<file path="config.mk">
export PLATFORM = sky130hd
export DESIGN_NAME = stc_timer
export DESIGN_NICKNAME = d
export VERILOG_FILES = /design/src/pkg/stc_pkg.sv /design/src/pkg/stc_count_if.sv /design/src/verilog/stc_prescaler.sv /design/src/verilog/stc_timer.sv
export SDC_FILE = /design/constraint.sdc
export NUM_CORES = 1
export LEC_CHECK = 0
export ABC_AREA = 0
export BUFFER_PORTS_ARGS = -buffer_cell sky130_fd_sc_hd__buf_2
export CORE_ASPECT_RATIO = 0.6
export CORE_MARGIN = 4
export CORE_UTILIZATION = 25
export CTS_CLUSTER_SIZE = 14
export DETAILED_ROUTE_END_ITERATION = 6
export GPL_ROUTABILITY_DRIVEN = 0
export REMOVE_ABC_BUFFERS = 1
export SETUP_SLACK_MARGIN = 0.02
export SKIP_LAST_GASP = 1
export SLEW_MARGIN = 20
export SYNTH_ARGS = -nofsm -noshare
export SYNTH_HDL_FRONTEND = slang
export SYNTH_HIERARCHICAL = 1
export SYNTH_SLANG_ARGS = --single-unit
export TNS_END_PERCENT = 5
</file>
<file path="constraint.sdc">
create_clock -name i_clock -period 2.2 [get_ports i_clock]
set_input_delay 0.11 -clock i_clock [delete_from_list [all_inputs] [get_ports i_clock]]
set_output_delay 0.11 -clock i_clock [all_outputs]
set_load 0.01 [all_outputs]
</file>
<file path="src/pkg/stc_pkg.sv">
package stc_pkg;
  // Register byte addresses
  localparam logic [3:0] ADDR_CONTROL = 4'h0;
  localparam logic [3:0] ADDR_COUNT_LOW = 4'h4;
  localparam logic [3:0] ADDR_COUNT_HIGH = 4'h8;
  localparam logic [3:0] ADDR_IRQ_STATUS = 4'hC;
  localparam logic [4:0] ADDR_IRQ_MASK = 5'h10;
  localparam logic [4:0] ADDR_CLOCK_STATUS = 5'h14;
  // Control field positions
  localparam int CTL_ENABLE = 0;
  localparam int CTL_SOURCE = 1;
  localparam int CTL_NOSYNC = 2;
  localparam int CTL_OSC_EN = 3;
  localparam int CTL_PRESCALE_LO = 4;
  localparam int CTL_RUN_STATUS = 6;
  localparam int CTL_WIDE = 7;
  // Reset values
  localparam logic [7:0] CONTROL_RESET = 8'h00;
  localparam logic [15:0] COUNT_RESET = 16'h0000;
  localparam logic [15:0] COUNT_MAX = 16'hFFFF;
  // Instruction cycle is four system clocks
  localparam int INSTR_DIV = 4;
  typedef enum logic [1:0] {
    STC_SRC_INTERNAL,
    STC_SRC_EXT_SYNC,
    STC_SRC_EXT_ASYNC
  } stc_mode_type;
endpackage

</file>
<file path="src/pkg/stc_count_if.sv">
`timescale 1ns/1ps
interface stc_count_if;
  logic tick;
  logic clr_prescale;
  logic [1:0] prescale_sel;
  logic step;
  modport ctl (output tick, output clr_prescale, output prescale_sel, input step);
  modport pre (input tick, input clr_prescale, input prescale_sel, output step);
endinterface

</file>
<file path="src/verilog/stc_prescaler.sv">
`timescale 1ns/1ps
module stc_prescaler (
  // Clock and reset
  input wire logic i_clock,
  input wire logic i_srst,
  // Counter side
  stc_count_if.pre bus
);
  logic [2:0] div_reg;
  logic [2:0] div_next;
  logic [2:0] limit;

  // Terminal count for the selected ratio
  always_comb begin
    limit = 3'h0;
    case (bus.prescale_sel)
      2'h1: limit = 3'h1;
      2'h2: limit = 3'h3;
      2'h3: limit = 3'h7;
      default: limit = 3'h0;
    endcase
    div_next = (div_reg >= limit) ? 3'h0 : div_reg + 3'h1;
  end

  always_ff @(posedge i_clock) begin
    if (i_srst || bus.clr_prescale) begin
      div_reg <= 3'h0;
    end else if (bus.tick) begin
      div_reg <= div_next;
    end
  end

  assign bus.step = bus.tick && (div_reg >= limit);
endmodule // stc_prescaler

</file>
<file path="src/verilog/stc_timer.sv">
// Local design decisions: the placing of the registers and the APB interface to the registers.
`timescale 1ns/1ps
////////////////////////////////////////////////////////////////////////////////
// Summary of operation
// - Sixteen bit up counter wraps FFFF to 0000 raising an overflow event.
// - Control bit 0 runs the counter; clearing it holds the count.
// - Control bit 7 selects buffered 16-bit access, else two byte accesses.
// - Read-only bit 6 shows the oscillator is supplying the system clock.
// - Two prescale bits divide input edges by 1, 2, 4 or 8.
// - Oscillator enable bit starts the oscillator; clearing powers it down.
// - With external source, bit 2 bypasses synchronization; ignored otherwise.
// - Bit 1 selects external pin rising edges, else instruction clock.
// - Modes are timer, synchronous counter and asynchronous counter.
// - Step per instruction cycle, or per external or oscillator rising edge.
// - Oscillator enabled forces shared pins to inputs reading zero.
// - Compare unit trigger input clears the count.
// - Oscillator keeps running in power-managed modes and can clock the system.
// - Wide mode low read captures high byte; low write loads it.
// - Wide mode high write spares prescaler; only low write clears it.
// - Overflow latches the flag; interrupt only while its enable is set.
// - Trigger reset never sets the flag; coinciding software write wins.
module stc_timer (
  // Clock and reset
  input wire logic i_clock,
  input wire logic i_srst,
  // APB slave
  input wire logic i_psel,
  input wire logic i_penable,
  input wire logic i_pwrite,
  input wire logic [7:0] i_paddr,
  input wire logic [31:0] i_pwdata,
  output logic [31:0] o_prdata,
  output logic o_pready,
  output logic o_pslverr,
  // Clock pins and system
  input wire logic i_ext_count_clock_pin,
  input wire logic i_osc_in_pin,
  input wire logic i_osc_clock_selected,
  input wire logic i_special_event_trigger,
  // Oscillator and pin control
  output logic o_osc_run,
  output logic o_pins_forced_input,
  output logic o_overflow_irq
);
  ////////////////////////////////////////////////////////////////////////////
  // Registers and next values
  logic [7:0] control_reg;
  logic [15:0] count_reg;
  logic [15:0] count_next;
  logic [7:0] high_buffer_reg;
  logic overflow_flag_reg;
  logic overflow_irq_enable_reg;
  logic [1:0] instr_div_reg;
  logic ext_meta_reg;
  logic ext_sync_reg;
  logic ext_prev_reg;
  logic raw_prev_reg;
  // Clock path
  logic ext_level;
  logic instr_tick;
  logic ext_tick;
  // Bus decode
  logic wr;
  logic rd;
  logic write_low;
  logic write_high;
  logic read_low;
  logic read_status;
  logic wide;
  logic overflow;
  stc_pkg::stc_mode_type mode;
  stc_count_if cnt_if ();
  logic hit_control;
  logic hit_low;
  logic hit_high;
  logic hit_status;
  logic hit_mask;
  logic hit_clock;
  logic read_setup;
  logic write_control;
  logic write_mask;
  logic mask_next;
  logic flag_next;
  logic [7:0] control_view;
  logic [31:0] prdata_next;
  logic [15:0] count_inc;

  ////////////////////////////////////////////////////////////////////////////
  // APB decode, zero wait states
  // Every transfer completes in its first access cycle; there is no error response
  assign wr = i_psel && i_penable && i_pwrite;
  assign rd = i_psel && i_penable && !i_pwrite;
  assign o_pready = 1'b1;
  assign o_pslverr = 1'b0;
  assign wide = control_reg[stc_pkg::CTL_WIDE];

  // Register hits, shared by the write and read paths
  assign hit_control = (i_paddr == {4'h0, stc_pkg::ADDR_CONTROL});
  assign hit_low = (i_paddr == {4'h0, stc_pkg::ADDR_COUNT_LOW});
  assign hit_high = (i_paddr == {4'h0, stc_pkg::ADDR_COUNT_HIGH});
  assign hit_status = (i_paddr == {4'h0, stc_pkg::ADDR_IRQ_STATUS});
  assign hit_mask = (i_paddr == {3'h0, stc_pkg::ADDR_IRQ_MASK});
  assign hit_clock = (i_paddr == {3'h0, stc_pkg::ADDR_CLOCK_STATUS});

  // Strobes; side effects happen only in the access cycle
  assign write_control = wr && hit_control;
  assign write_mask = wr && hit_mask;
  assign write_low = wr && hit_low;
  assign write_high = wr && hit_high;
  assign read_low = rd && hit_low;
  assign read_status = rd && hit_status;
  // Read data is fetched in the setup cycle so that it stands in the access cycle
  assign read_setup = i_psel && !i_penable && !i_pwrite;

  ////////////////////////////////////////////////////////////////////////////
  // Clock source mode
  // The source bit picks timer or counter; the sync bit only matters for counters
  always_comb begin
    if (!control_reg[stc_pkg::CTL_SOURCE]) begin
      mode = stc_pkg::STC_SRC_INTERNAL;
    end else if (control_reg[stc_pkg::CTL_NOSYNC]) begin
      mode = stc_pkg::STC_SRC_EXT_ASYNC;
    end else begin
      mode = stc_pkg::STC_SRC_EXT_SYNC;
    end
  end

  // The oscillator runs from its enable bit alone, whatever the power state
  // oscillator enable
  assign o_osc_run = control_reg[stc_pkg::CTL_OSC_EN];
  assign o_pins_forced_input = control_reg[stc_pkg::CTL_OSC_EN];
  assign ext_level = control_reg[stc_pkg::CTL_OSC_EN] ? i_osc_in_pin : i_ext_count_clock_pin;

  // Instruction cycle divider
  // Free running, so the tick phase does not depend on when the timer starts
  always_ff @(posedge i_clock) begin
    if (i_srst) begin
      instr_div_reg <= 2'h0;
    end else begin
      instr_div_reg <= instr_div_reg + 2'h1;
    end
  end
  assign instr_tick = (instr_div_reg == 2'(stc_pkg::INSTR_DIV - 1));

  // External level synchroniser and edge history
  // Resets low, the idle level of the pins, so no false edge follows reset
  // Only the second stage feeds the synchronised edge detector
  always_ff @(posedge i_clock) begin
    if (i_srst) begin
      ext_meta_reg <= 1'b0;
      ext_sync_reg <= 1'b0;
      ext_prev_reg <= 1'b0;
      raw_prev_reg <= 1'b0;
    end else begin
      ext_meta_reg <= ext_level;
      ext_sync_reg <= ext_meta_reg;
      ext_prev_reg <= ext_sync_reg;
      raw_prev_reg <= ext_level;
    end
  end

  // Step source per mode
  // The unsynchronised mode saves the synchroniser latency but still lives in
  // the one clock domain, so it cannot count while the system clock is stopped
  always_comb begin
    case (mode)
      stc_pkg::STC_SRC_INTERNAL: ext_tick = instr_tick;
      stc_pkg::STC_SRC_EXT_ASYNC: ext_tick = ext_level && !raw_prev_reg;
      default: ext_tick = ext_sync_reg && !ext_prev_reg;
    endcase
  end

  ////////////////////////////////////////////////////////////////////////////
  // Prescaler
  // Cleared by low byte writes so that a loaded count starts a full period
  // run gate
  assign cnt_if.tick = ext_tick && control_reg[stc_pkg::CTL_ENABLE];
  assign cnt_if.clr_prescale = write_low;
  assign cnt_if.prescale_sel = control_reg[stc_pkg::CTL_PRESCALE_LO +: 2];

  stc_prescaler u_prescaler (
    .i_clock(i_clock),
    .i_srst(i_srst),
    .bus(cnt_if.pre)
  );

  // Only a counted step can wrap; loads and trigger clears never raise it
  // wrap detection
  assign overflow = cnt_if.step && (count_reg == stc_pkg::COUNT_MAX);

  ////////////////////////////////////////////////////////////////////////////
  // Incremented count, wraps from all ones to zero
  assign count_inc = count_reg + 16'h0001;

  // Counter next value
  // Priority, lowest first: count step, trigger clear, software writes.
  // A write in the same cycle as a trigger keeps the written value.
  always_comb begin
    count_next = count_reg;
    if (cnt_if.step) begin
      count_next = count_inc;
    end
    if (i_special_event_trigger) begin
      count_next = stc_pkg::COUNT_RESET;
    end
    if (write_low) begin
      count_next[7:0] = i_pwdata[7:0];
      if (wide) begin
        count_next[15:8] = high_buffer_reg;
      end
    end
    // Byte mode writes the high byte directly
    if (write_high && !wide) begin
      count_next[15:8] = i_pwdata[7:0];
    end
  end

  // Count register
  always_ff @(posedge i_clock) begin
    if (i_srst) begin
      count_reg <= stc_pkg::COUNT_RESET;
    end else begin
      count_reg <= count_next;
    end
  end

  // High byte buffer
  // Holds the high byte between the two halves of a wide access
  always_ff @(posedge i_clock) begin
    if (i_srst) begin
      high_buffer_reg <= 8'h00;
    end else if (wide && write_high) begin
      high_buffer_reg <= i_pwdata[7:0];
    end else if (wide && read_low) begin
      high_buffer_reg <= count_reg[15:8];
    end
  end

  ////////////////////////////////////////////////////////////////////////////
  // Control, mask and flag registers
  // Control register; bit 6 is stored but reads back the live status
  always_ff @(posedge i_clock) begin
    if (i_srst) begin
      control_reg <= stc_pkg::CONTROL_RESET;
    end else if (write_control) begin
      control_reg <= i_pwdata[7:0];
    end
  end

  // Mask next value, landing in the access cycle of its write
  always_comb begin
    mask_next = overflow_irq_enable_reg;
    if (write_mask) begin
      mask_next = i_pwdata[0];
    end
  end

  always_ff @(posedge i_clock) begin
    if (i_srst) begin
      overflow_irq_enable_reg <= 1'b0;
    end else begin
      overflow_irq_enable_reg <= mask_next;
    end
  end

  // Read clear is applied first, so a wrap in the same cycle wins
  // trigger never sets
  // latch overflow, set beats read clear
  always_comb begin
    flag_next = overflow_flag_reg;
    if (read_status) begin
      flag_next = 1'b0;
    end
    if (overflow) begin
      flag_next = 1'b1;
    end
  end

  always_ff @(posedge i_clock) begin
    if (i_srst) begin
      overflow_flag_reg <= 1'b0;
    end else begin
      overflow_flag_reg <= flag_next;
    end
  end

  // Registered from the next values, so it moves in step with the flag
  // gated request
  always_ff @(posedge i_clock) begin
    if (i_srst) begin
      o_overflow_irq <= 1'b0;
    end else begin
      o_overflow_irq <= flag_next && mask_next;
    end
  end

  ////////////////////////////////////////////////////////////////////////////
  // Control as software sees it: bit 6 comes from the clock switch
  // live status bit
  assign control_view = {control_reg[7], i_osc_clock_selected, control_reg[5:0]};

  // Read data mux; unmapped offsets read zero
  always_comb begin
    prdata_next = 32'h0000_0000;
    if (hit_control) begin
      prdata_next = {24'h0, control_view};
    end else if (hit_low) begin
      prdata_next = {24'h0, count_reg[7:0]};
    end else if (hit_high) begin
      prdata_next = {24'h0, wide ? high_buffer_reg : count_reg[15:8]};
    end else if (hit_status) begin
      // A wrap in the fetch cycle is shown too, so it is never lost
      prdata_next = {31'h0, overflow_flag_reg || overflow};
    end else if (hit_mask) begin
      prdata_next = {31'h0, overflow_irq_enable_reg};
    end else if (hit_clock) begin
      prdata_next = {30'h0, i_osc_clock_selected, o_osc_run};
    end
  end

  // Read data register, loaded only in the setup cycle of a read
  // The status clear happens later, in the access cycle
  always_ff @(posedge i_clock) begin
    if (i_srst) begin
      o_prdata <= 32'h0000_0000;
    end else if (read_setup) begin
      o_prdata <= prdata_next;
    end
  end
endmodule // stc_timer
</file>
; Word level (Yosys, flattened, before mapping)
; Cells that the tools add are included.
[word_totals]
reg_bits = 75
output_inout_bits = 37
inputBits = 49
[op_classes]
n_reduce_logical = 31
n_addsub = 3
eq_ne = 11
mux = 23
magnitude_cmp = 1
[op_table]
columns = op, count
row1 = $mux W8, 8
row2 = $mux W16, 3
row3 = $logic_and A1 B1 Y1, 20
row4 = $add A16 B1 Y16 const B, 1
row5 = $eq A16 B16 Y1 const B, 1
row6 = $eq A8 B4 Y1 const B, 2
row7 = $eq A8 B5 Y1 const B, 2
row8 = $mux W2, 5
row9 = $pmux W3 S3, 1
row10 = $eq A2 B2 Y1 const B, 4
row11 = $eq A8 B3 Y1 const B, 1
row12 = $logic_not A8 Y1, 1
row13 = $logic_not A1 Y1, 5
row14 = $mux W1, 4
row15 = $add A3 B1 Y3 const B, 1
row16 = $ge A3 B3 Y1, 1
row17 = $mux W3, 1
row18 = $reduce_bool A3 Y1, 1
row19 = $add A2 B1 Y2 const B, 1
row20 = $eq A2 B1 Y1 const B, 1
row21 = $logic_not A2 Y1, 1
row22 = $logic_or A1 B1 Y1, 2
row23 = $pmux W1 S2, 1
row24 = $reduce_bool A2 Y1, 1

; Longest topological paths before layout
[depth]
depth_word = 12
mapped_depth = 12
ltp_nobuf = 11

; Hierarchy
; The synthesis kept the hierarchy.
[modules_own_cells]
columns = module, seq_area_each_um2, area_each_um2, cells_per_inst, n_inst
row1 = stc_timer, 940.9, 2892.8, 353, 1
row2 = stc_prescaler, 60.1, 255.2, 29, 1

; Least setup slack after synthesis
; No wires, ideal clock.
[synth_timing]
kind = reg2reg
from = reg control_reg[5]
to = reg count_reg[11]
setup_slack_ns = -0.151
path_buffers = 1
period_less_slack_ns = 2.351
setup_ns = 0.071
required_time_ns = 2.129
path_stages_with_launch = 12
t_arrival_ns = 2.280
cell_sequence = dfxtp_1 -> or2_2 -> ha_1 -> nor2b_2 -> o21ai_1 -> and2_1 -> clkbuf_1 -> nand3_1 -> nor4_1 -> xor2_1 -> nand2_1 -> a21oi_1
[synth_via]
elab_chain_cells = 9
word_cells_on_any_way = 11
cone_classes = 1 x order compare / 3 x eq/ne / 6 x mux / 1 x reduce/logical
[synth_rtl]
columns = item, line_no
row1 = "start, declared", stc_timer.sv:47  ; logic [7:0] control_reg;
row2 = "start signal, assigned", stc_timer.sv:244  ; control_reg <= stc_pkg::CONTROL_RESET;
row3 = "start signal, assigned", stc_timer.sv:246  ; control_reg <= i_pwdata[7:0];
row4 = $eq A2 B2 Y1 or $eq A2 B1 Y1 (tied branches), stc_prescaler.sv:16  ; case (bus.prescale_sel)
row5 = $pmux W3 S3 *, stc_prescaler.sv:16
row6 = $ge A3 B3 Y1 *, stc_prescaler.sv:33  ; assign bus.step = bus.tick && (div_reg >= limit);
row7 = $logic_and A1 B1 Y1 *, stc_prescaler.sv:33
row8 = net cnt_if.step, stc_count_if.sv:6  ; logic step;
row9 = $mux W16 *, stc_timer.sv:200  ; if (cnt_if.step) begin
row10 = $mux W16 *, stc_timer.sv:203  ; if (i_special_event_trigger) begin
row11 = $mux W8, stc_timer.sv:208  ; if (wide) begin
row12 = $mux W16 *, stc_timer.sv:206  ; if (write_low) begin
row13 = $mux W8 *, stc_timer.sv:213  ; if (write_high && !wide) begin
row14 = "end signal, assigned", stc_timer.sv:221  ; count_reg <= stc_pkg::COUNT_RESET;
row15 = "end signal, assigned", stc_timer.sv:223  ; count_reg <= count_next;
row16 = "end, declared", stc_timer.sv:48  ; logic [15:0] count_reg;
; Mark *: on every way through the listed nets, which the timed path passes. The rest lies on a longest branch. The select of a mux whose other input is x is not followed.
; A chain may end at the register's enable or synchronous reset.

; Final worst setup path
[layout_timing]
from = reg control_reg[3]
to = reg o_prdata[0]
[layout_via]
elab_chain_cells = 11
word_cells_on_any_way = 13
cone_classes = 8 x mux / 5 x reduce/logical
[layout_rtl]
columns = item, line_no
row1 = $mux W1, stc_timer.sv:132  ; assign ext_level = control_reg[stc_pkg::CTL_OSC_EN] ? i_osc_in_pin : i_ext_count_clock_pin;
row2 = $logic_and A1 B1 Y1, stc_timer.sv:168  ; stc_pkg::STC_SRC_EXT_ASYNC: ext_tick = ext_level && !raw_prev_reg;
row3 = $pmux W1 S2, stc_timer.sv:166  ; case (mode)
row4 = $logic_and A1 B1 Y1, stc_timer.sv:177  ; assign cnt_if.tick = ext_tick && control_reg[stc_pkg::CTL_ENABLE];
row5 = net cnt_if.tick, stc_count_if.sv:3  ; logic tick;
row6 = $logic_and A1 B1 Y1, stc_prescaler.sv:33
row7 = net cnt_if.step, stc_count_if.sv:6
row8 = $logic_and A1 B1 Y1, stc_timer.sv:189  ; assign overflow = cnt_if.step && (count_reg == stc_pkg::COUNT_MAX);
row9 = $logic_or A1 B1 Y1, stc_timer.sv:313  ; prdata_next = {31'h0, overflow_flag_reg || overflow};
row10 = $mux W2, stc_timer.sv:311  ; end else if (hit_status) begin
row11 = $mux W8, stc_timer.sv:309  ; end else if (hit_high) begin
row12 = $mux W8, stc_timer.sv:307  ; end else if (hit_low) begin
row13 = $mux W8, stc_timer.sv:305  ; if (hit_control) begin
row14 = "end signal, assigned", stc_timer.sv:327  ; o_prdata <= prdata_next;
row15 = "end, declared", stc_timer.sv:32  ; output logic [31:0] o_prdata,
; The timed path passes the listed nets, and every way through them passes these cells.

==> flow_summary.yaml <==
critical_path:
  cp_top_family: "simple AND/OR/NAND/NOR gates"
  cp_data_required_time_ns: 2.39
  crit_arrival_ns: 2.41
  end_kind: "flop"
  slowest_delay_ns: 0.34
  start_kind: "flop"
  crit_buf_inv: 1
  slowest_stage: "dfxtp_2"
  critPathMaxFanout: 4
  crit_chain: "mux2i_2 > nor2_1 > a22oi_1 > nand2_1 > o211a_1 > and2_4 > buf_6 > nand2_2 > nor2_2 > nand4_1 > o21ai_1 > a31o_2"
  setup.worst_path.class: "flop to flop"
synthesis:
  ys_seq_area_share_pct: 31.80
  synth_cell_types: 57
  synth_seq_cells: 50
  synth_edf_count: 0
  async_reset_ff_share_pct: 0
  syn-cell-area_um2: 3148
  synth_flop_cell: "dfxtp_1"
  yosysWarnings: 6
  yosysTopAreaCell: "dfxtp_1"
  yosys-top-cells-area: "dfxtp_1 32%, mux2i_1 8.3%, buf_4 6.7%"
  avgSynthCellArea_um2: 8.241
  syn_inst: 382
  synth_top_area_share_pct: 31.80
floorplanning:
  dieArea_um2: 14510
  row_count: 31
  die_y_um: 94.92
  start_util_pct: 25.85
  core-area_um2: 12180
  die_x_um: 152.9
  ioPinCount: 86
finish:
  postLayoutCoreUtil_pct: 31.45
  nets: 482
  fin_cells: 593
  largest_reg_flops: 16
  antenna_cells: 0
  ff_latch_area_um2: 1005
  drive_gt1_share_pct: 27.10
  area_delta_synth_final_pct: 21.66
  multi_input_area_um2: 2048
  fillCellCount: 1293
detailed_routing:
  route.vias.total: 2967
  wl_per_cell_um: 15.62
  drt_iter0_markers: 320
  ant_nets: 0
  viasPerCell: 5.003
  route.detailed.drc: 0
  first_pass_iters: 5
  wirelength_mm: 9.264
global_route:
  grt_pass1_vias: 2591
  grt_pass1_wl_mm: 14.31
  antenna_found_initial: 0
  grt_usage_pct: 12.38
  overflow: 0
  grt_max_degree: 25
timing:
  rsz0062_at_grt: "true"
  post-route-period-util_pct: 100.9
  slew_headroom_pct: 50.45
  fin_ws_ns: -0.01998
  setup_viol: 2
  holdWs_ns: 0.1260
  max_freq_mhz: 450.5
  finClkSkew_ns: 0.005180
  tightest_slew_ns: 0.7376
  hold_violations: 0
  period_needed_ns: 2.220
  finalMaxSlewViolations: 0
power_and_ir_drop:
  leakage_nw: 1.510
  pwr-share-seq_pct: 49.1
  internal-power_mw: 1.406
  switching_share_pct: 24.46
  p_total_mw: 1.862
  cellPowerDensity_nw_per_um2: 486.1
  irDropWorstVdd_mv: 0.3163
  power_frac_comb_pct: 8.3
  switchingPower_mw: 0.4554
  p_clk_share_pct: 42.6
clocking:
  clockBufferDepth: 2
  cts-root-buf: "clkbuf_16"
  clk-insertion-delay-late_ns: 0.29
  clock-sinks: 50
  cts_buffers: 5
  hold_buffers: 0
  cts_tree: "built"
  clk_pin_slew_ns: 0.06
  h-tree-depth: 2
place:
  dpl.hpwl_mm: 7.066
  io_buffers: 35
  dp_cells: 580
  place_ws_ns: -0.1103
outcome:
  violations: "negative setup slack"
  outcome: "complete, but fails checks"
min_path:
  hold_path_class: "input port to flop"
job:
  maxCapViolCount: 0
logic make-up after synthesis:
logic type	synth area share (%)
AOI/OAI and AO/OA	16.26
xor gates and xnor gates	2.782
adders and majority gates	2.385
buffers and inverters	10.97
DFF	31.80
muxes	9.340
other	0.2386
and+or+nand+nor	26.23
power groups by stage:
stage | combinational [mW] | clock (mW) | sequential [mW]
final | 0.154 | 0.794 | 0.914
after global placement | 0.142 | 0 | 0.934
after CTS | 0.146 | 0.820 | 0.914
after floorplan | 0.0618 | 0 | 0.935
after global routing | 0.170 | 0.861 | 0.914
after detailed placement | 0.144 | 0 | 0.935
through the flow:
stage	TNS [ns]	area, um^2
final	-0.03841	3830
after global routing	-1.225	3830
after CTS	-0.002206	3654
after detailed placement	-0.4471	3473
after global placement	-0.1768	3473
after floorplan	-0.1003	2919
area by class of cell:
type	instances	area share, %
clock buffers	7	3.724
inverters	7	0.6861
clock inverters	1	0.1307
multi-input cells	300	53.48
flip-flops and latches	50	26.23
well taps	165	5.390
repair buffers	63	10.36
placed cells by master, fill, tap and decap left out, types with 7 or more instances in the layout:
cell type  netlist  final
mux2i_1         26     25
xor2_1           8      8
nor3_1          18     14
nand4_1          7      7
buf_2            6     35
nand2_1         27     26
inv_1            7      7
a21oi_1         31     28
nand3_1         10      8
a211oi_1         9      8
dfxtp_1         50     47
buf_4           28     25
a22oi_1         10     10
conb_1           2     26
nor2_1          42     40
layer usage:
metal,share of wire (%),global-route usage [%]
met3,11,3.388
met5,0,0
met2,37,15.51
met1,51,20.44
met4,0.46,1.631
worst min-delay path: cells and delay by family:
kind,cells,cell delay (ns)
and+or+nand+nor,1,0.07
AOI/OAI and AO/OA,1,0.07
buffers and inverters,1,0.13
repair_timing:
action / in CTS / in global routing
pin swaps: 2 / 19
gates resized for setup: 6 / 33
endpoints found under the setup margin: 11 / 17
buffers inserted: 1 / 4
synthesized netlist by cell type (all sizes together) (2+ instances only):
cell type	count
o2111ai	3
buf	38
conb	2
and3b	2
o21ai	5
nand3	10
a31oi	3
nor2b	6
nand4	7
mux2i	26
inv	7
dfxtp	50
mux2	3
nor2	42
nor4b	2
xor2	8
a22oi	10
nor3	20
or3	7
clkbuf	11
a211oi	10
ha	6
nand2	28
or2	2
and2	2
nand2b	5
o31ai	6
xnor2	2
nor4	12
a21oi	32
final timing paths:
path	start	end	slack, ns	cells after the start
worst max-delay path	control_reg[3]$_SDFFE_PP0P_	o_prdata[0]$_SDFFE_PP0P_	-0.02	12
worst min register to register	instr_div_reg[0]$_SDFF_PP0_	instr_div_reg[0]$_SDFF_PP0_	0.43	1
worst min-delay path	i_pwdata[4]	count_reg[4]$_SDFFE_PP0P_	0.13	3
worst max register to register	control_reg[3]$_SDFFE_PP0P_	o_prdata[0]$_SDFFE_PP0P_	-0.02	12
No activity file was read; power rests on OpenSTA's default activity.
